$ cat config.mk
export PLATFORM = sky130hd
export DESIGN_NAME = ptdd_top
export DESIGN_NICKNAME = d
export VERILOG_FILES = /design/src/shared/ptdd_pkg.sv /design/src/hdl/ptdd_fifo.sv /design/src/hdl/ptdd_top.sv
export SDC_FILE = /design/constraint.sdc
export NUM_CORES = 1
export LEC_CHECK = 0
export BUFFER_PORTS_ARGS = -buffer_cell sky130_fd_sc_hd__buf_2
export CORE_MARGIN = 3
export CORE_UTILIZATION = 51
export CTS_BUF_LIST = sky130_fd_sc_hd__clkbuf_4 sky130_fd_sc_hd__clkbuf_8
export DETAILED_ROUTE_END_ITERATION = 12
export GPL_ROUTABILITY_DRIVEN = 0
export MAX_ROUTING_LAYER = met4
export PLACE_DENSITY = 0.69
export SYNTH_ARGS = -nofsm -noshare
export SYNTH_HDL_FRONTEND = slang
export SYNTH_HIERARCHICAL = 1
export SYNTH_SLANG_ARGS = --single-unit
$ cat constraint.sdc
create_clock -name clk -period 4.4 [get_ports clk]
set_clock_uncertainty 0.05 [all_clocks]
set_input_delay 0.22 -clock clk [delete_from_list [all_inputs] [get_ports clk]]
set_output_delay 0.22 -clock clk [all_outputs]
set_load 0.02 [all_outputs]
$ cat src/shared/ptdd_pkg.sv
// constants and register map of the phy test, diagnostics and downshift block
// How it works
// - reverse loopback turns line receive data around and sends it back out
// - in reverse loopback the mac transmit side is ignored entirely
// - a control bit also copies looped receive data to the mac side
// - self test transmit data comes from a 15-bit prbs generator
// - prbs data is sent as packets with gaps; generator and checker independent
// - checker compares received bytes against its own lfsr reference
// - mismatching received bytes are counted in the error byte register after the checker first locks
// - status shows checker lock, sync lost and generator busy
// - all bytes seen by the checker are counted in their own register
// - continuous bit makes full self test counters wrap to zero
// - one control bit picks 64 or 1518 byte packets
// - cable test keeps the first five reflections of a pair
// - after a cross fault: first cross location plus up to four reflections
// - auto bit starts a cable test when the link drops; results stay readable
// - energy detect compares filtered level to thresholds with hysteresis
// - energy thresholds and listening times are programmable
// - downshift to 100 after a set count of failed gigabit tries, default four
// - enhanced mode downshifts after one failure when c and d are quiet
// - failing at gigabit and at 100 falls back further to 10
// - fast link detect modes sit in the third configuration register
// - reverse loopback is selected through the self test control register
package ptdd_pkg;
    localparam logic [6:0] ADR_CFG_ONE = 7'h09;
    localparam logic [6:0] ADR_ST_CTRL = 7'h16;
    localparam logic [6:0] ADR_ST_STAT = 7'h17;
    localparam logic [6:0] ADR_FAST_LINK = 7'h1E;
    localparam logic [6:0] ADR_RX_BYTES = 7'h71;
    localparam logic [6:0] ADR_ERR_BYTES = 7'h72;
    localparam logic [6:0] ADR_ENERGY_THR = 7'h40;
    localparam logic [6:0] ADR_ENERGY_LISTEN = 7'h41;
    localparam logic [6:0] ADR_DOWNSHIFT = 7'h42;
    localparam logic [6:0] ADR_TDR_BASE = 7'h48;
    localparam logic [6:0] ADR_TDR_STAT = 7'h4D;

    localparam int CFG_AUTO_TDR_BIT = 7;
    localparam int CTRL_START_BIT = 15;
    localparam int CTRL_CONT_BIT = 14;
    localparam int CTRL_LONG_BIT = 13;
    localparam int CTRL_MAC_FWD_BIT = 5;
    localparam int CTRL_LOOP_LSB = 0;
    localparam int LOOP_W = 5;
    localparam logic [4:0] LOOP_REVERSE = 5'h10;
    localparam int STAT_BUSY_BIT = 0;
    localparam int STAT_SYNC_LOST_BIT = 1;
    localparam int STAT_LOCK_BIT = 2;
    localparam int TDR_CROSS_BIT = 3;
    localparam int THR_ON_LSB = 8;
    localparam int THR_OFF_LSB = 0;
    localparam int DS_EN_BIT = 0;
    localparam int DS_ENH_BIT = 1;
    localparam int DS_CNT_LSB = 2;

    localparam logic [15:0] RST_CFG_ONE = 16'h0000;
    localparam logic [15:0] RST_ST_CTRL = 16'h0000;
    localparam logic [15:0] RST_FAST_LINK = 16'h0000;
    localparam logic [15:0] RST_ENERGY_THR = 16'h2010;
    localparam logic [15:0] RST_ENERGY_LISTEN = 16'h0020;
    localparam logic [15:0] RST_DOWNSHIFT = 16'h0010;
    localparam logic [14:0] PRBS_SEED = 15'h7FFF;

    localparam logic [10:0] PKT_SHORT = 11'h040;
    localparam logic [10:0] PKT_LONG = 11'h5EE;
    localparam logic [3:0] IPG_BYTES = 4'hC;
    localparam logic [3:0] LOCK_BYTES = 4'h8;
    localparam logic [2:0] TDR_SLOTS = 3'h5;
    localparam logic [2:0] TDR_SLOTS_CROSS = 3'h4;
    localparam int FIFO_W = 8;
    localparam int FIFO_DEPTH = 16;

    localparam logic [1:0] SPD_10 = 2'h0;
    localparam logic [1:0] SPD_100 = 2'h1;
    localparam logic [1:0] SPD_1000 = 2'h2;
endpackage

$ cat src/hdl/ptdd_fifo.sv
// byte fifo with valid/ready on both sides
`timescale 1ns/1ps
module ptdd_fifo #(
    parameter int WIDTH = ptdd_pkg::FIFO_W, // word width
    parameter int DEPTH = ptdd_pkg::FIFO_DEPTH // entries, power of two
) (
    input wire logic clk, // core clock
    input wire logic rst_b, // async reset, low
    input wire logic clr, // flush all entries
    input wire logic in_valid, // write request
    output logic in_ready, // room left
    input wire logic [WIDTH-1:0] in_data, // write word
    output logic out_valid, // word available
    input wire logic out_ready, // reader takes word
    output logic [WIDTH-1:0] out_data // head word
);
    import ptdd_pkg::*;
    localparam int AW = $clog2(DEPTH);
    typedef struct packed {
        logic [DEPTH-1:0][WIDTH-1:0] mem;
        logic [AW-1:0] wp;
        logic [AW-1:0] rp;
        logic [AW:0] cnt;
        logic room;
    } ptdd_fifo_st_t;
    ptdd_fifo_st_t st_reg, st_next;
    logic push, pop;

    assign in_ready = st_reg.room;
    assign out_valid = (st_reg.cnt != '0);
    assign out_data = st_reg.mem[st_reg.rp];
    assign push = in_valid & st_reg.room;
    assign pop = out_valid & out_ready;

    always_comb begin
        st_next = st_reg;
        if (push) begin
            st_next.mem[st_reg.wp] = in_data;
            st_next.wp = st_reg.wp + 1'b1;
        end
        if (pop) begin
            st_next.rp = st_reg.rp + 1'b1;
        end
        st_next.cnt = st_reg.cnt + {{AW{1'b0}}, push} - {{AW{1'b0}}, pop};
        if (clr) begin
            st_next.wp = '0;
            st_next.rp = '0;
            st_next.cnt = '0;
        end
        // ready kept as a flop so the source sees no combinational path
        st_next.room = (st_next.cnt != DEPTH[AW:0]);
    end

    always_ff @(posedge clk or negedge rst_b) begin
        if (!rst_b) begin
            st_reg <= '0;
            st_reg.room <= 1'b1;
        end else begin
            st_reg <= st_next;
        end
    end
endmodule

$ cat src/hdl/ptdd_top.sv
// loopback, prbs self test, cable test capture, energy detect and downshift
`timescale 1ns/1ps
module ptdd_top (
    input wire logic clk, // core clock, 50 MHz
    input wire logic rst_b, // async reset, low
    input wire logic [6:0] reg_addr, // management register address
    input wire logic reg_wr, // write strobe
    input wire logic [15:0] reg_wdata, // write data
    output logic [15:0] reg_rdata, // read data, one cycle after address
    input wire logic [7:0] mac_tx_data, // mac transmit byte
    input wire logic mac_tx_en, // mac transmit valid
    output logic [7:0] mac_rx_data, // byte toward mac
    output logic mac_rx_valid, // byte toward mac valid
    input wire logic [7:0] line_rx_data, // byte from receiver
    input wire logic line_rx_valid, // receiver byte valid
    output logic line_rx_ready, // receive path can take a byte
    output logic [7:0] line_tx_data, // byte to transmitter
    output logic line_tx_en, // transmit byte valid
    input wire logic line_tx_ready, // transmitter takes byte
    input wire logic link_up, // link status
    input wire logic gig_fail, // failed gigabit attempt, pulse
    input wire logic fe_fail, // failed 100 attempt, pulse
    input wire logic energy_cd, // energy seen on pairs c and d
    input wire logic [7:0] sig_level, // iir filtered signal level
    output logic energy_det, // signal present
    output logic [1:0] speed_sel, // allowed top speed
    output logic [15:0] fast_link_mode, // fast link detect setup
    output logic tdr_start, // start cable test, pulse
    input wire logic tdr_refl_valid, // reflection result strobe
    input wire logic tdr_refl_cross, // result is a cross fault
    input wire logic [15:0] tdr_refl_data // result location and size
);
    import ptdd_pkg::*;

    typedef struct packed {
        logic [15:0] config_one_auto_cable_test;
        logic [15:0] self_test_control;
        logic [15:0] fast_link_config;
        logic [15:0] energy_thr;
        logic [15:0] energy_listen;
        logic [15:0] downshift_cfg;
        logic [15:0] rdata;
        logic start_q;
        logic [14:0] gen_lfsr;
        logic [10:0] gen_cnt;
        logic [3:0] gen_gap;
        logic gen_busy;
        logic [14:0] chk_lfsr;
        logic [3:0] chk_run;
        logic locked;
        logic sync_lost;
        logic [15:0] rx_bytes;
        logic [15:0] err_bytes;
        logic [7:0] tx_data;
        logic tx_en;
        logic [7:0] mrx_data;
        logic mrx_valid;
        logic [4:0][15:0] tdr_slot;
        logic [2:0] tdr_refl;
        logic tdr_cross;
        logic tdr_start;
        logic link_q;
        logic e_det;
        logic [15:0] e_cnt;
        logic [1:0] speed;
        logic [2:0] ds_fails;
    } ptdd_st_t;

    ptdd_st_t st_reg, st_next;
    logic rev, test_on, start_rise, cont, gen_go, chk_act, fifo_valid, fifo_pop;
    logic [7:0] fifo_data, chk_ref;
    logic [14:0] gen_nx, chk_nx;
    logic [10:0] pkt_len;

    function automatic logic [14:0] prbs_step8(input logic [14:0] s);
        logic [14:0] v;
        v = s;
        for (int i = 0; i < 8; i++) begin
            v = {v[13:0], v[14] ^ v[13]};
        end
        return v;
    endfunction

    function automatic logic [15:0] bump(input logic [15:0] v, input logic wrap);
        logic [15:0] r;
        r = v + 16'h0001;
        // saturating hold keeps the worst case visible to slow pollers
        if (v == 16'hFFFF && !wrap) begin
            r = v;
        end
        return r;
    endfunction

    assign rev = (st_reg.self_test_control[CTRL_LOOP_LSB +: LOOP_W] == LOOP_REVERSE);
    assign test_on = st_reg.self_test_control[CTRL_START_BIT];
    assign start_rise = test_on & ~st_reg.start_q;
    assign cont = st_reg.self_test_control[CTRL_CONT_BIT];
    assign pkt_len = st_reg.self_test_control[CTRL_LONG_BIT] ? PKT_LONG : PKT_SHORT;
    assign gen_go = test_on & ~rev & (line_tx_ready | ~st_reg.tx_en);
    assign chk_act = test_on & ~rev & line_rx_valid;
    assign fifo_pop = rev & (line_tx_ready | ~st_reg.tx_en);
    assign gen_nx = prbs_step8(st_reg.gen_lfsr);
    assign chk_nx = prbs_step8(st_reg.chk_lfsr);
    assign chk_ref = chk_nx[7:0];

    // the loop buffer is flushed whenever reverse loopback is off
    ptdd_fifo #(.WIDTH(FIFO_W), .DEPTH(FIFO_DEPTH)) u_loop_fifo (
        .clk(clk),
        .rst_b(rst_b),
        .clr(~rev),
        .in_valid(line_rx_valid & rev),
        .in_ready(line_rx_ready),
        .in_data(line_rx_data),
        .out_valid(fifo_valid),
        .out_ready(fifo_pop),
        .out_data(fifo_data)
    );

    always_comb begin
        logic [15:0] rd;
        logic [15:0] lvl;
        rd = '0;
        lvl = {8'h00, sig_level};
        st_next = st_reg;
        st_next.start_q = test_on;
        st_next.tdr_start = 1'b0;

        if (reg_wr) begin
            case (reg_addr)
                ADR_CFG_ONE: st_next.config_one_auto_cable_test = reg_wdata;
                ADR_ST_CTRL: st_next.self_test_control = reg_wdata;
                ADR_FAST_LINK: st_next.fast_link_config = reg_wdata;
                ADR_ENERGY_THR: st_next.energy_thr = reg_wdata;
                ADR_ENERGY_LISTEN: st_next.energy_listen = reg_wdata;
                ADR_DOWNSHIFT: st_next.downshift_cfg = reg_wdata;
                default: ;
            endcase
        end

        // transmit side: loop buffer, generator or mac
        if (rev) begin
            if (fifo_pop) begin
                st_next.tx_en = fifo_valid;
                st_next.tx_data = fifo_data;
            end
        end else if (test_on) begin
            if (gen_go) begin
                if (st_reg.gen_gap != 4'h0) begin
                    st_next.tx_en = 1'b0;
                    st_next.gen_gap = st_reg.gen_gap - 4'h1;
                end else begin
                    st_next.tx_en = 1'b1;
                    st_next.tx_data = gen_nx[7:0];
                    st_next.gen_lfsr = gen_nx;
                    if (st_reg.gen_cnt == pkt_len - 11'h001) begin
                        st_next.gen_cnt = '0;
                        st_next.gen_gap = IPG_BYTES;
                    end else begin
                        st_next.gen_cnt = st_reg.gen_cnt + 11'h001;
                    end
                end
            end
        end else begin
            st_next.tx_en = mac_tx_en;
            st_next.tx_data = mac_tx_data;
        end
        st_next.gen_busy = test_on & ~rev;

        // mac receive side
        st_next.mrx_valid = line_rx_valid & (~rev | st_reg.self_test_control[CTRL_MAC_FWD_BIT]);
        st_next.mrx_data = line_rx_data;

        // checker resyncs itself from the received bytes
        if (chk_act) begin
            st_next.chk_lfsr = {st_reg.chk_lfsr[6:0], line_rx_data};
            st_next.rx_bytes = bump(st_reg.rx_bytes, cont);
            if (line_rx_data == chk_ref) begin
                if (st_reg.chk_run == LOCK_BYTES - 4'h1) begin
                    st_next.locked = 1'b1;
                    st_next.sync_lost = 1'b0;
                end else begin
                    st_next.chk_run = st_reg.chk_run + 4'h1;
                end
            end else begin
                st_next.chk_run = '0;
                if (st_reg.locked || st_reg.sync_lost) begin
                    st_next.err_bytes = bump(st_reg.err_bytes, cont);
                end
                if (st_reg.locked) begin
                    st_next.locked = 1'b0;
                    st_next.sync_lost = 1'b1;
                end
            end
        end
        if (start_rise) begin
            st_next.gen_lfsr = PRBS_SEED;
            st_next.gen_cnt = '0;
            st_next.gen_gap = '0;
            st_next.chk_run = '0;
            st_next.locked = 1'b0;
            st_next.sync_lost = 1'b0;
            st_next.rx_bytes = '0;
            st_next.err_bytes = '0;
        end

        // cable test trigger and capture
        st_next.link_q = link_up;
        if (st_reg.config_one_auto_cable_test[CFG_AUTO_TDR_BIT] && st_reg.link_q && !link_up) begin
            st_next.tdr_start = 1'b1;
            st_next.tdr_slot = '0;
            st_next.tdr_refl = '0;
            st_next.tdr_cross = 1'b0;
        end else if (tdr_refl_valid) begin
            if (tdr_refl_cross) begin
                if (!st_reg.tdr_cross) begin
                    st_next.tdr_cross = 1'b1;
                    st_next.tdr_slot[4] = tdr_refl_data;
                    if (st_reg.tdr_refl > TDR_SLOTS_CROSS) begin
                        st_next.tdr_refl = TDR_SLOTS_CROSS;
                    end
                end
            end else if (st_reg.tdr_refl < (st_reg.tdr_cross ? TDR_SLOTS_CROSS : TDR_SLOTS)) begin
                st_next.tdr_slot[st_reg.tdr_refl] = tdr_refl_data;
                st_next.tdr_refl = st_reg.tdr_refl + 3'h1;
            end
        end

        // energy detect: level must hold past a threshold for the listen time
        if (st_reg.e_det ? (lvl < {8'h00, st_reg.energy_thr[THR_OFF_LSB +: 8]})
                         : (lvl >= {8'h00, st_reg.energy_thr[THR_ON_LSB +: 8]})) begin
            if (st_reg.e_cnt >= st_reg.energy_listen) begin
                st_next.e_det = ~st_reg.e_det;
                st_next.e_cnt = '0;
            end else begin
                st_next.e_cnt = st_reg.e_cnt + 16'h0001;
            end
        end else begin
            st_next.e_cnt = '0;
        end

        // downshift
        if (!st_reg.downshift_cfg[DS_EN_BIT]) begin
            st_next.speed = SPD_1000;
            st_next.ds_fails = '0;
        end else if (link_up) begin
            st_next.ds_fails = '0;
        end else if (gig_fail && st_reg.speed == SPD_1000) begin
            if ((st_reg.downshift_cfg[DS_ENH_BIT] && !energy_cd)
                || (st_reg.ds_fails + 3'h1 >= st_reg.downshift_cfg[DS_CNT_LSB +: 3])) begin
                st_next.speed = SPD_100;
                st_next.ds_fails = '0;
            end else begin
                st_next.ds_fails = st_reg.ds_fails + 3'h1;
            end
        end else if (fe_fail && st_reg.speed == SPD_100) begin
            st_next.speed = SPD_10;
        end

        case (reg_addr)
            ADR_CFG_ONE: rd = st_reg.config_one_auto_cable_test;
            ADR_ST_CTRL: rd = st_reg.self_test_control;
            ADR_ST_STAT: begin
                rd[STAT_LOCK_BIT] = st_reg.locked;
                rd[STAT_SYNC_LOST_BIT] = st_reg.sync_lost;
                rd[STAT_BUSY_BIT] = st_reg.gen_busy;
            end
            ADR_FAST_LINK: rd = st_reg.fast_link_config;
            ADR_RX_BYTES: rd = st_reg.rx_bytes;
            ADR_ERR_BYTES: rd = st_reg.err_bytes;
            ADR_ENERGY_THR: rd = st_reg.energy_thr;
            ADR_ENERGY_LISTEN: rd = st_reg.energy_listen;
            ADR_DOWNSHIFT: rd = st_reg.downshift_cfg;
            ADR_TDR_STAT: rd = {12'h000, st_reg.tdr_cross, st_reg.tdr_refl};
            default: begin
                if (reg_addr >= ADR_TDR_BASE && reg_addr < ADR_TDR_BASE + 7'h05) begin
                    rd = st_reg.tdr_slot[3'(reg_addr - ADR_TDR_BASE)];
                end
            end
        endcase
        st_next.rdata = rd;
    end

    always_ff @(posedge clk or negedge rst_b) begin
        if (!rst_b) begin
            st_reg <= '0;
            st_reg.config_one_auto_cable_test <= RST_CFG_ONE;
            st_reg.self_test_control <= RST_ST_CTRL;
            st_reg.fast_link_config <= RST_FAST_LINK;
            st_reg.energy_thr <= RST_ENERGY_THR;
            st_reg.energy_listen <= RST_ENERGY_LISTEN;
            st_reg.downshift_cfg <= RST_DOWNSHIFT;
            st_reg.gen_lfsr <= PRBS_SEED;
            st_reg.speed <= SPD_1000;
        end else begin
            st_reg <= st_next;
        end
    end

    assign reg_rdata = st_reg.rdata;
    assign mac_rx_data = st_reg.mrx_data;
    assign mac_rx_valid = st_reg.mrx_valid;
    assign line_tx_data = st_reg.tx_data;
    assign line_tx_en = st_reg.tx_en;
    assign energy_det = st_reg.e_det;
    assign speed_sel = st_reg.speed;
    assign fast_link_mode = st_reg.fast_link_config;
    assign tdr_start = st_reg.tdr_start;
endmodule

# Yosys cells after proc, flatten, opt, wreduce, memory -nomap -nowiden
# Index checks and enable logic that the tools add are counted.
classes:
  mux: 64
  n_lt_le_gt_ge: 14
  n_addsub: 14
  eq_ne: 38
  n_bitwise: 31
  reduce_logical: 48
op_table:
  columns: ["cell", "n"]
  rows:
  - ["$mux 16", 11]
  - ["$mux 84", 2]
  - ["$pmux 13 s10", 1]
  - ["$bwmux 128", 1]
  - ["$mux 30", 4]
  - ["$mux 83", 1]
  - ["$bwmux 80", 1]
  - ["$mux 38", 2]
  - ["$mux 64", 1]
  - ["$add 16x1->16 const B", 3]
  - ["$bmux 16 s3", 1]
  - ["$demux 16 s3", 1]
  - ["$eq 7x7->1 const B", 6]
  - ["$mux 9", 4]
  - ["$bmux 8 s4", 1]
  - ["$demux 8 s4", 1]
  - ["$eq 16x16->1 const B", 2]
  - ["$pmux 3 s10", 1]
  - ["$mux 26", 1]
  - ["$mux 4", 6]
  - ["$mux 8", 3]
  - ["$reduce_and 2->1", 12]
  - ["$mux 11", 2]
  - ["$eq 7x5->1 const B", 3]
  - ["other kinds (52)", 138]
word_totals:
  elab_cells: 264
  reg_bits: 465

# Depth between registers and ports, before layout
# Gate-level depths: netlist of run 1.
logic_depth:
  word_depth: 9
  depth_mapped: 16
  mapped_depth_nobuf: 15

# Hierarchy
# The synthesis of run 1 kept the hierarchy.
by_module_without_submodules:
  columns: ["mod", "area_per_inst_um2", "n_inst", "seq_area_each_um2", "cells_each"]
  rows:
  - ["ptdd_top", 16440.8, 1, 8107.8, 1582]
  - ["ptdd_fifo", 6697.7, 1, 3554.7, 475]

# Worst setup path after synthesis of run 1
# No wires, ideal clock.
synth_path:
  kind: "register -> register"
  from: "reg st_reg[294] (netlist name)"
  to: "reg u_loop_fifo.st_reg (netlist bit u_loop_fifo/in_ready)"
  t_arrival_ns: 3.279
  stages_incl_launch_ff: 16
  n_path_buf: 1
  setup_time_ns: 0.094
  required_time_ns: 4.256
  setup_slack_ns: 0.977
  cell_sequence: "dfrtp_1 > or4_4 > nor2_8 > inv_4 > nor2_1 > and2_4 > buf_6 > ha_1 > inv_1 > ha_1 > inv_1 > fa_1 > xor2_1 > nor2_1 > or3b_1 > or4_1"
synth_rtl:
  columns: ["element", "line_no", "rtl"]
  rows:
  - ["end signal: assignment", "ptdd_fifo.sv:59", "st_reg <= st_next;"]
  - ["end: declaration", "ptdd_fifo.sv:26", "ptdd_fifo_st_t st_reg, st_next;"]

==> summary.txt, run 1 <==
Logic synthesis
  • #FFs+latches synth: 465
  • Main combinational cell family by area after synthesis: multiplexers
  • Cells after Synth: 2057
  • Synth Area in XOR/XNOR: 0.0250
  • Simple logic cell fraction of the synthesized area: 0.119
  • Sequential area share after synthesis: 0.504
  • Post-synthesis compound-gate area fraction: 0.0872
  • Post-Synth Adder-Cell Area: 0.0301
  • Synth Warn #: 6
  • Top_reg_cell synth: dfrtp_1
  • Mapped Area: 23100 µm²
  • Post-synth ARST share: 1.00
  • Synth unique cells: 80
  • Multiplexer share of the synthesized area: 0.188
  • Syn avg cell area: 11.2 µm²
  • Synthesized Nets: 2187
  • Post-synth EDFFs: 0

Worst setup path
  • Critical path class: flip-flop to flip-flop
  • Crit Path Max Fanout: 21
  • Setup crit start: st_reg[294]
  • Worst EP arrival: 4.37 ns
  • CP endpoint kind: flip-flop
  • Crit path cell chain: or4_4 > nor2_8 > inv_4 > nor2_1 > and2_4 > ha_1 > inv_1 > ha_1 > inv_1 > fa_1 > xor2_1 > nor2_1 > or3b_1 > or4_1
  • Largest stage delay, worst path: 0.60 ns
  • CP delay by family, top: simple AND/OR/NAND/NOR gates
  • Critical Path RT: 4.92 ns
  • FF-to-FF Start: st_reg[294]
  • Max stage delay cell, worst path: or4_4
  • CP Launch Type: flip-flop
  • CP Buf/Inv Count: 3

Finish
  • Area grow syn2layout: 13.1%
  • FILL cells: 3724
  • # diodes: 0
  • Post-Layout Cell Count: 2847
  • Most frequent cells in the layout: 443 x dfrtp_1, 228 x mux2_2, 210 x nand2_1, 155 x nor2_1, 128 x buf_2
  • Layout cells sized above 1: 0.272
  • Fin nets: 2324
  • Max reg flops: 253
  • Most common cell after layout, fill and taps aside: dfrtp_1

Floorplanning
  • Die H: 219 µm
  • Cell Rows: 77
  • Initial core utilization: 0.520
  • Die Footprint: 48000 µm²
  • CORE AREA: 44500 µm²
  • Die X: 219 µm
  • I/O Pins: 130

Drt
  • Drt wl/cell: 21.0 µm
  • Final wirelength: 59.9 mm
  • Via count: 16800
  • Pre-antenna DRT Iters: 8
  • Vias per cell: 5.90
  • DRC viols: 0
  • Final ANT Viol Nets: 0
  • DRT iter0 DRCs: 1259

Place
  • Pre-CTS setup slack: 0.579 ns
  • DP HPWL: 40.1 mm
  • DP Cell Count: 2650
  • Port Buffers: 129

Power
  • Leakage: 0.0125 µW
  • PwrDens: 448 nW/µm²
  • Worst vdd ir: 0.234 mV
  • Power, Total: 11700 µW

Timing
  • Rel. slew slack: 0.281
  • Hold WS: 0.0472 ns
  • Final WS setup: 0.547 ns
  • Final setup violation count: 0
  • Final Cycle Share: 0.876
  • Final Hold Fails: 0
  • Unrepaired setup endpoints after global routing: no
  • Achievable Freq: 260 MHz
  • Worst slew pin tran: 1.07 ns
  • Period minus WS final: 3.85 ns
  • Final TNS setup: 0 ns
  • Final Slew Violations: 0

Clocking
  • Clock slew at reported path FFs: 0.06 ns
  • CTS Buf Count: 81
  • Clock sink count: 465
  • Worst-Skew Late Latency: 0.66 ns
  • Clock Path Buffers: 3
  • Root Buffer: clkbuf_8
  • Clock H-tree levels: 3
  • TritonCTS clock tree: built
  • CTS Hold Bufs: 52
  • Postcts setup bufs: 0
  • Cts repair resizes: 0

Worst hold path
  • Hold WC Path Type: input pin to flip-flop
  • Hold_sp: sig_level[4]

Run
  • Max cap viols: 0

Global route
  • Total global routing overflow: 0
  • Largest net degree at the start of global routing: 128
  • First-pass GRT wire length: 96.2 mm
  • Gr usage total: 0.262
  • Initial antenna violation count: 0
  • Vias in the first global route: 17400

Status
  • Outcome: complete, no violations
-- path summary, 6_finish.rpt --
kind                                         endpoint  slack [ns]  cells past startpoint
worst max-delay path             u_loop_fifo/in_ready        0.55                     14
worst min-delay path                       energy_det        0.05                      4
worst max register to register   u_loop_fifo/in_ready        0.55                     14
worst min register to register            st_reg[173]        0.40                      2
max in group asynchronous       u_loop_fifo/st_reg[6]        2.91                      3
min in group asynchronous          fast_link_mode[12]        0.11                      2
-- cell type report --
| type | instances | area [µm²] | area share |
|---|---|---|---|
| flip-flops and latches | 465 | 11700 | 0.446 |
| multi-input cells | 1374 | 10400 | 0.398 |
| clock buffers | 125 | 1560 | 0.0597 |
| repair buffers | 207 | 1410 | 0.0537 |
| well taps | 592 | 741 | 0.0283 |
| inverters | 65 | 246 | 0.00942 |
| clock inverters | 19 | 150 | 0.00574 |
-- stage by stage --
stage                     instance area [µm²]   util
after global routing                    26200  0.588
after global placement                  23900  0.538
after CTS                               26200  0.588
after floorplan                         23100      -
final                                   26200  0.588
after detailed placement                23900  0.538
-- synth_stat cells, types with 9 or more instances --
library cell	number	area, µm²
buf_2	19	95.1
dfstp_2	21	552
o21ai_0	46	230
o211ai_1	12	90.1
nand4_1	27	169
mux4_2	32	721
a31oi_1	9	56.3
nand2_2	13	81.3
ha_1	54	676
a21oi_1	94	470
a211oi_1	23	173
xor2_1	40	350
o31ai_1	14	105
inv_1	64	240
clkbuf_1	68	255
nor2b_1	11	68.8
a221oi_1	13	114
nand3_1	59	295
buf_4	57	428
a22oi_1	18	135
xnor2_1	26	228
o311ai_0	13	114
a221o_1	11	110
nor3_1	20	100
nor2_1	158	593
nand2b_1	13	81.3
mux2i_1	97	971
and3_1	20	125
dfrtp_1	444	11100
nand2_1	210	788
mux2_2	228	2570
-- power breakdown --
part	leakage, µW	total [µW]	switching (µW)	internal (µW)
logic	0.00542	2100	1190	916
clock network	0.000921	4140	1770	2380
registers	0.00620	5490	488	5000
total	0.0125	11700	3440	8290
-- kinds of logic after synthesis --
group                      count (synthesis)
and+or+nand+nor                          582
muxes                                    365
adders and majority gates                 55
xor gates and xnor gates                  66
AOI/OAI and AO/OA                        306
buffers and inverters                    218
DFF                                      465
-- layer usage --
metal  up-vias  track usage  wire length (µm)
met2       526        0.429             29800
met5         -            -                 0
met4         0       0.0892              1820
li1       7564            -                 -
met1      8572        0.336             25400
met3       122       0.0400              2960
-- worst min-delay path: cells and delay by family --
| family | cells | cell delay [ns] |
|---|---|---|
| compound gates | 2 | 0.25 |
| fa+ha+maj | 1 | 0.12 |
| buf+inv | 1 | 0.10 |
Note: power is estimated with default switching activity, not from simulation.
==> inputs of run 2 (changes only) <==
Settings changed: CORE_UTILIZATION 51 to 49, PLACE_DENSITY 0.69 to 0.66.
Clock period 4.4 ns to 4.2 ns, I/O delays scaled along.
==> run 2 against run 1 <==
Compared with the run above:
- sequential power rose by 4.7%
- worst setup slack got worse by 0.12 ns
- wire length rose by 1.3%
- clock power rose by 9.9%
- sequential share of layout area fell by 0.31 points
- core utilization fell by 1.5 points
- register-to-register slack got worse by 0.12 ns
==> summary.txt, run 2 (same netlist as run 1, synthesis figures left out) <==
Floorplanning
  • CORE AREA: 46000 µm² (was 44500 µm²)
  • I/O Pins: 130 (unchanged)
  • Die X: 223 µm (was 219 µm)
  • Initial core utilization: 0.503 (was 0.520)
  • Die Footprint: 49900 µm² (was 48000 µm²)
  • Die H: 223 µm (was 219 µm)
  • Cell Rows: 78 (was 77)

Worst setup path
  • Critical path class: flip-flop to flip-flop (unchanged)
  • Capturing point of the worst reg2reg path: u_loop_fifo/in_ready (unchanged)
  • Crit path cell chain: or4_4 > nor2_8 > inv_4 > nor2_1 > and2_4 > ha_1 > inv_1 > ha_1 > inv_1 > fa_1 > xor2_1 > nor2_1 > or3b_1 > or4_1 (unchanged)
  • Setup crit start: st_reg[294] (unchanged)
  • Largest stage delay, worst path: 0.61 ns (was 0.60 ns)
  • FF-to-FF Start: st_reg[294] (unchanged)
  • CP delay by family, top: simple AND/OR/NAND/NOR gates (unchanged)
  • Crit path capture: u_loop_fifo/in_ready (unchanged)
  • Max stage delay cell, worst path: or4_4 (unchanged)
  • CP endpoint kind: flip-flop (unchanged)
  • Crit Path Max Fanout: 21 (unchanged)
  • Worst EP arrival: 4.29 ns (was 4.37 ns)
  • Reg2Reg Setup Slack: 0.43 ns (was 0.55 ns)
  • Critical Path RT: 4.72 ns (was 4.92 ns)
  • CP Buf/Inv Count: 3 (unchanged)
  • CP Launch Type: flip-flop (unchanged)
  • Worst r2r path cells: 14 (unchanged)
  • Number of cells on the critical path: 14 (unchanged)

Drt
  • Final ANT Viol Nets: 0 (unchanged)
  • Final wirelength: 60.7 mm (was 59.9 mm)
  • Via count: 16600 (was 16800)
  • Drt wl/cell: 21.2 µm (was 21.0 µm)
  • DRC viols: 0 (unchanged)
  • Pre-antenna DRT Iters: 5 (was 8)
  • DRT iter0 DRCs: 1395 (was 1259)
  • Vias per cell: 5.81 (was 5.90)

Timing
  • Final TNS setup: 0 ns (unchanged)
  • Final Hold Fails: 0 (unchanged)
  • Final Cycle Share: 0.898 (was 0.876)
  • Final Slew Violations: 0 (unchanged)
  • Unrepaired setup endpoints after global routing: no (unchanged)
  • Final WS setup: 0.426 ns (was 0.547 ns)
  • Rel. slew slack: 0.189 (was 0.281)
  • Period minus WS final: 3.77 ns (was 3.85 ns)
  • Final setup violation count: 0 (unchanged)
  • Worst slew pin tran: 1.19 ns (was 1.07 ns)
  • Achievable Freq: 265 MHz (was 260 MHz)
  • Hold WS: 0.0577 ns (was 0.0472 ns)

Clocking
  • Clock sink count: 465 (unchanged)
  • Root Buffer: clkbuf_8 (unchanged)
  • Clock H-tree levels: 3 (unchanged)
  • Clock Path Buffers: 3 (unchanged)
  • Clock slew at reported path FFs: 0.06 ns (about the same)
  • Cts repair resizes: 0 (unchanged)
  • TritonCTS clock tree: built (unchanged)
  • Worst-Skew Late Latency: 0.66 ns (about the same)
  • CTS Buf Count: 81 (unchanged)

Power
  • Worst vdd ir: 0.310 mV (was 0.234 mV)
  • PwrDens: 474 nW/µm² (was 448 nW/µm²)
  • Leakage: 0.0126 µW (was 0.0125 µW)

Finish
  • Max reg flops: 253 (unchanged)
  • Area grow syn2layout: 13.9% (was 13.1%)
  • Design area: 26400 µm² (was 26200 µm²)
  • Most frequent cells in the layout: 443 x dfrtp_1, 228 x mux2_2, 210 x nand2_1, 155 x nor2_1, 128 x buf_2 (unchanged)
  • Most common cell after layout, fill and taps aside: dfrtp_1 (unchanged)
  • Fin nets: 2326 (was 2324)
  • FILL cells: 3874 (was 3724)
  • Layout cells sized above 1: 0.272 (about the same)
  • FF/Latch Area: 11700 µm² (unchanged)
  • Multi-input combinational cell area: 10400 µm² (unchanged)

Global route
  • First-pass GRT wire length: 95.4 mm (was 96.2 mm)
  • Largest net degree at the start of global routing: 114 (was 128)
  • Initial antenna violation count: 1 (was 0)
  • Gr usage total: 0.250 (was 0.262)
  • Vias in the first global route: 16900 (was 17400)
  • Total global routing overflow: 0 (unchanged)

Place
  • Dpl cell area: 24000 µm² (was 23900 µm²)
  • DP HPWL: 40.3 mm (was 40.1 mm)
  • Pre-CTS setup slack: 0.433 ns (was 0.579 ns)
  • Port Buffers: 129 (unchanged)

Status
  • Outcome: complete, no violations (unchanged)

Worst hold path
  • Hold WC Path Type: input pin to flip-flop (unchanged)

Run
  • Max cap viols: 0 (unchanged)
[run 2: cell count changes in the layout (fill, tap and decap cells not counted), moves of 3 or more]
cell / change
clkinv_2: -6
buf_4: -5
clkbuf_8: +5
dlygate4sd3_1: +5
buf_12: +3
inv_6: +3
[run 2: what timing repair did]
item	CTS	global route
buffers inserted	0	0
endpoints found under the setup margin	0	0
hold buffers	57	0
endpoints found under the hold margin	312	0
[run 2: worst min path at each step]
stage,start,end,slack (ns),cells past startpoint
2_1_floorplan,rst_b,chk_nx[10],-0.14,0
3_3_place_gp,rst_b,st_reg[9],0.32,1
3_5_place_dp,rst_b,st_reg[9],0.32,1
4_1_cts,mac_tx_data[7],line_tx_data[7],0.003,5
5_1_grt,reg_addr[2],reg_rdata[5],0.06,3
6_report,sig_level[7],energy_det,0.06,5
[run 2: worst reg2reg max path: cells and delay by family, from the launching register on]
kind	cells	cell delay (ns)
XOR/XNOR	1	0.17
flip-flops	1	0.40
buffers and inverters	3	0.29
adder cells (fa/ha/maj)	3	0.79
AND/OR/NAND/NOR	7	2.00
[run 2: cell type report]
cell class	count	area share
tap	600	0.0285
antenna	1	0.0000949
sequential	465	0.442
inverter	65	0.00935
multi-input combinational	1374	0.395
clock buffer	129	0.0616
timing repair buffer	209	0.0559
clock inverter	19	0.00731
[run 2: layer usage]
metal  wire (µm)  up-vias  track usage
li1            -     7591            -
met1       25600     8366        0.319
met2       29400      528        0.397
met3        3470      135       0.0486
met4        2240        0       0.0982
met5           0        -            -
[run 2: per-stage QoR]
stage | std cells | total power (µW) | util
detailed placement | 2656 | 7980 | 0.522
finish | 2862 | 12500 | 0.574
floorplan | 2057 | 7250 | -
CTS | 2861 | 12600 | 0.573
global placement | 2656 | 7880 | 0.522
global route | 2862 | 13200 | 0.574
[run 2: where the power goes]
| group | switching, µW | leakage [µW] | internal [µW] |
|---|---|---|---|
| clock network | 1900 | 0.000961 | 2650 |
| logic | 1240 | 0.00545 | 967 |
| registers | 512 | 0.00620 | 5240 |
==> inputs of run 3 (changes only) <==
Settings changed: PLACE_DENSITY 0.66 to 0.69.
==> run 3 against run 2 <==
Compared with the run above:
- critical path depth stayed put
- largest cell class unchanged
- worst hold slack hardly changed
- first-iteration DRC count rose by 8.0%
- sequential share of layout area up 0.095 points
==> summary.txt, run 3 (same netlist as run 1, synthesis figures left out) <==
Global route
  • First-pass GRT wire length: 96.4 mm (was 95.4 mm)
  • Initial antenna violation count: 0 (was 1)
  • Gr usage total: 0.250 (about the same)
  • Largest net degree at the start of global routing: 98 (was 114)
  • Vias in the first global route: 17100 (was 16900)
  • Total global routing overflow: 0 (unchanged)

Power
  • Leakage: 0.0126 µW (about the same)
  • PwrDens: 476 nW/µm² (was 474 nW/µm²)
  • Worst vdd ir: 0.340 mV (was 0.310 mV)

Finish
  • Post-Layout Cell Count: 2859 (was 2862)
  • Area grow syn2layout: 13.7% (was 13.9%)
  • Fin nets: 2324 (was 2326)
  • FILL cells: 3836 (was 3874)
  • Most common cell after layout, fill and taps aside: dfrtp_1 (unchanged)
  • Max reg flops: 253 (unchanged)
  • Most frequent cells in the layout: 443 x dfrtp_1, 228 x mux2_2, 210 x nand2_1, 157 x nor2_1, 128 x buf_2 (was 443 x dfrtp_1, 228 x mux2_2, 210 x nand2_1, 155 x nor2_1, 128 x buf_2)
  • Layout cells sized above 1: 0.272 (about the same)

Drt
  • Drt wl/cell: 21.1 µm (was 21.2 µm)
  • DRT iter0 DRCs: 1507 (was 1395)
  • Max Used Layer: met4 (unchanged)
  • Wire length on met1: 25.8 mm (was 25.6 mm)
  • Via count: 16700 (was 16600)
  • Vias per cell: 5.84 (was 5.81)
  • Met2 routed WL: 29.3 mm (was 29.4 mm)
  • WL met3: 3.34 mm (was 3.47 mm)
  • DRC viols: 0 (unchanged)
  • Pre-antenna DRT Iters: 7 (was 5)
  • Final wirelength: 60.2 mm (was 60.7 mm)
  • Final ANT Viol Nets: 0 (unchanged)

Worst setup path
  • CP Launch Type: flip-flop (unchanged)
  • Critical Path RT: 4.71 ns (was 4.72 ns)
  • Critical path class: flip-flop to flip-flop (unchanged)
  • CP endpoint kind: flip-flop (unchanged)
  • Worst EP arrival: 4.36 ns (was 4.29 ns)
  • Crit Path Max Fanout: 21 (unchanged)

Floorplanning
  • Die X: 223 µm (unchanged)
  • Die H: 223 µm (unchanged)
  • Initial core utilization: 0.503 (unchanged)
  • Cell Rows: 78 (unchanged)
  • I/O Pins: 130 (unchanged)
  • Die Footprint: 49900 µm² (unchanged)
  • CORE AREA: 46000 µm² (unchanged)

Timing
  • Unrepaired setup endpoints after global routing: no (unchanged)
  • Final TNS setup: 0 ns (unchanged)
  • Period minus WS final: 3.85 ns (was 3.77 ns)
  • Final Cycle Share: 0.918 (was 0.898)
  • Final Hold Fails: 0 (unchanged)
  • Final Slew Violations: 0 (unchanged)
  • Achievable Freq: 259 MHz (was 265 MHz)
  • Worst slew pin tran: 1.09 ns (was 1.19 ns)
  • Rel. slew slack: 0.267 (was 0.189)
  • Final setup violation count: 0 (unchanged)
  • Hold WS: 0.0577 ns (about the same)

Clocking
  • Cts repair resizes: 0 (unchanged)
  • TritonCTS clock tree: built (unchanged)
  • Root Buffer: clkbuf_8 (unchanged)
  • Clock slew at reported path FFs: 0.06 ns (about the same)
  • Clock H-tree levels: 3 (unchanged)
  • Clock sink count: 465 (unchanged)
  • CTS Buf Count: 79 (was 81)
  • Clock Path Buffers: 3 (unchanged)
  • Worst-Skew Late Latency: 0.67 ns (was 0.66 ns)

Place
  • DP HPWL: 40.7 mm (was 40.3 mm)
  • Port Buffers: 129 (unchanged)
  • DP Cell Count: 2659 (was 2656)

Run
  • Max cap viols: 0 (unchanged)

Worst hold path
  • Hold WC Path Type: input pin to flip-flop (unchanged)

Status
  • Outcome: complete, no violations (unchanged)
run 3: changes by cell type in the layout (fill, tap and decap cells not counted), sizes merged:
cell,change
dlygate4sd3,-3
clkinvlp,-2
diode,+1
clkbuf,-3
buf,+3
bufinv,+1
run 3: final timing paths:
path / startpoint / to / slack (ns) / cells past startpoint
max in group asynchronous: rst_b / st_reg[175] / 2.84 / 3
worst max register to register: st_reg[294] / u_loop_fifo/in_ready / 0.35 / 14
worst min-delay path: sig_level[7] / energy_det / 0.06 / 5
worst min register to register: chk_nx[13] / st_reg[177] / 0.39 / 2
min in group asynchronous: rst_b / st_reg[10] / 0.12 / 2
worst max-delay path: st_reg[294] / u_loop_fifo/in_ready / 0.35 / 14
run 3: per-layer routing:
layer / vias up / global-route usage
met3: 120 / 0.0432
met2: 564 / 0.401
li1: 7580 / -
met4: 0 / 0.0790
met5: - / -
met1: 8433 / 0.327
run 3: power by group:
part / total, µW / switching (µW) / internal (µW) / leakage [µW]
registers: 5770 / 526 / 5240 / 0.00620
clock network: 4530 / 1890 / 2640 / 0.000955
logic: 2230 / 1270 / 967 / 0.00544
run 3: critical path, cell delays in order (launching register included):
cell and delay (ns):
dfrtp_1 0.41, or4_4 0.62, nor2_8 0.27, inv_4 0.16, nor2_1 0.13, and2_4 0.19
ha_1 0.23, inv_1 0.06, ha_1 0.15, inv_1 0.06, fa_1 0.41, xor2_1 0.20
nor2_1 0.08, or3b_1 0.33, or4_1 0.41
run 3: cell type report:
type,count,area (µm²),area share
sequential,465,11700,0.443
multi-input combinational,1374,10400,0.396
clock buffer,126,1580,0.0600
timing repair buffer,209,1440,0.0548
tap,600,751,0.0285
inverter,65,246,0.00937
clock inverter,18,218,0.00828
antenna,2,5.00,0.000190
run 3: stage by stage:
stage                     total power, µW  utilization  setup WS [ns]  area (µm²)
after floorplan                      7250            -          0.777       23100
after global placement               7900        0.521          0.512       24000
after detailed placement             8020        0.521          0.387       24000
after CTS                           12600        0.572          0.374       26300
after global routing                13200        0.572          0.144       26300
final                               12500        0.572          0.346       26300
run 3: timing repair:
item | 4_1_cts | 5_1_grt
hold buffers | 54 | 0
hold endpoints to repair | 297 | 0
buffers inserted | 0 | 0
endpoints found under the setup margin | 0 | 0
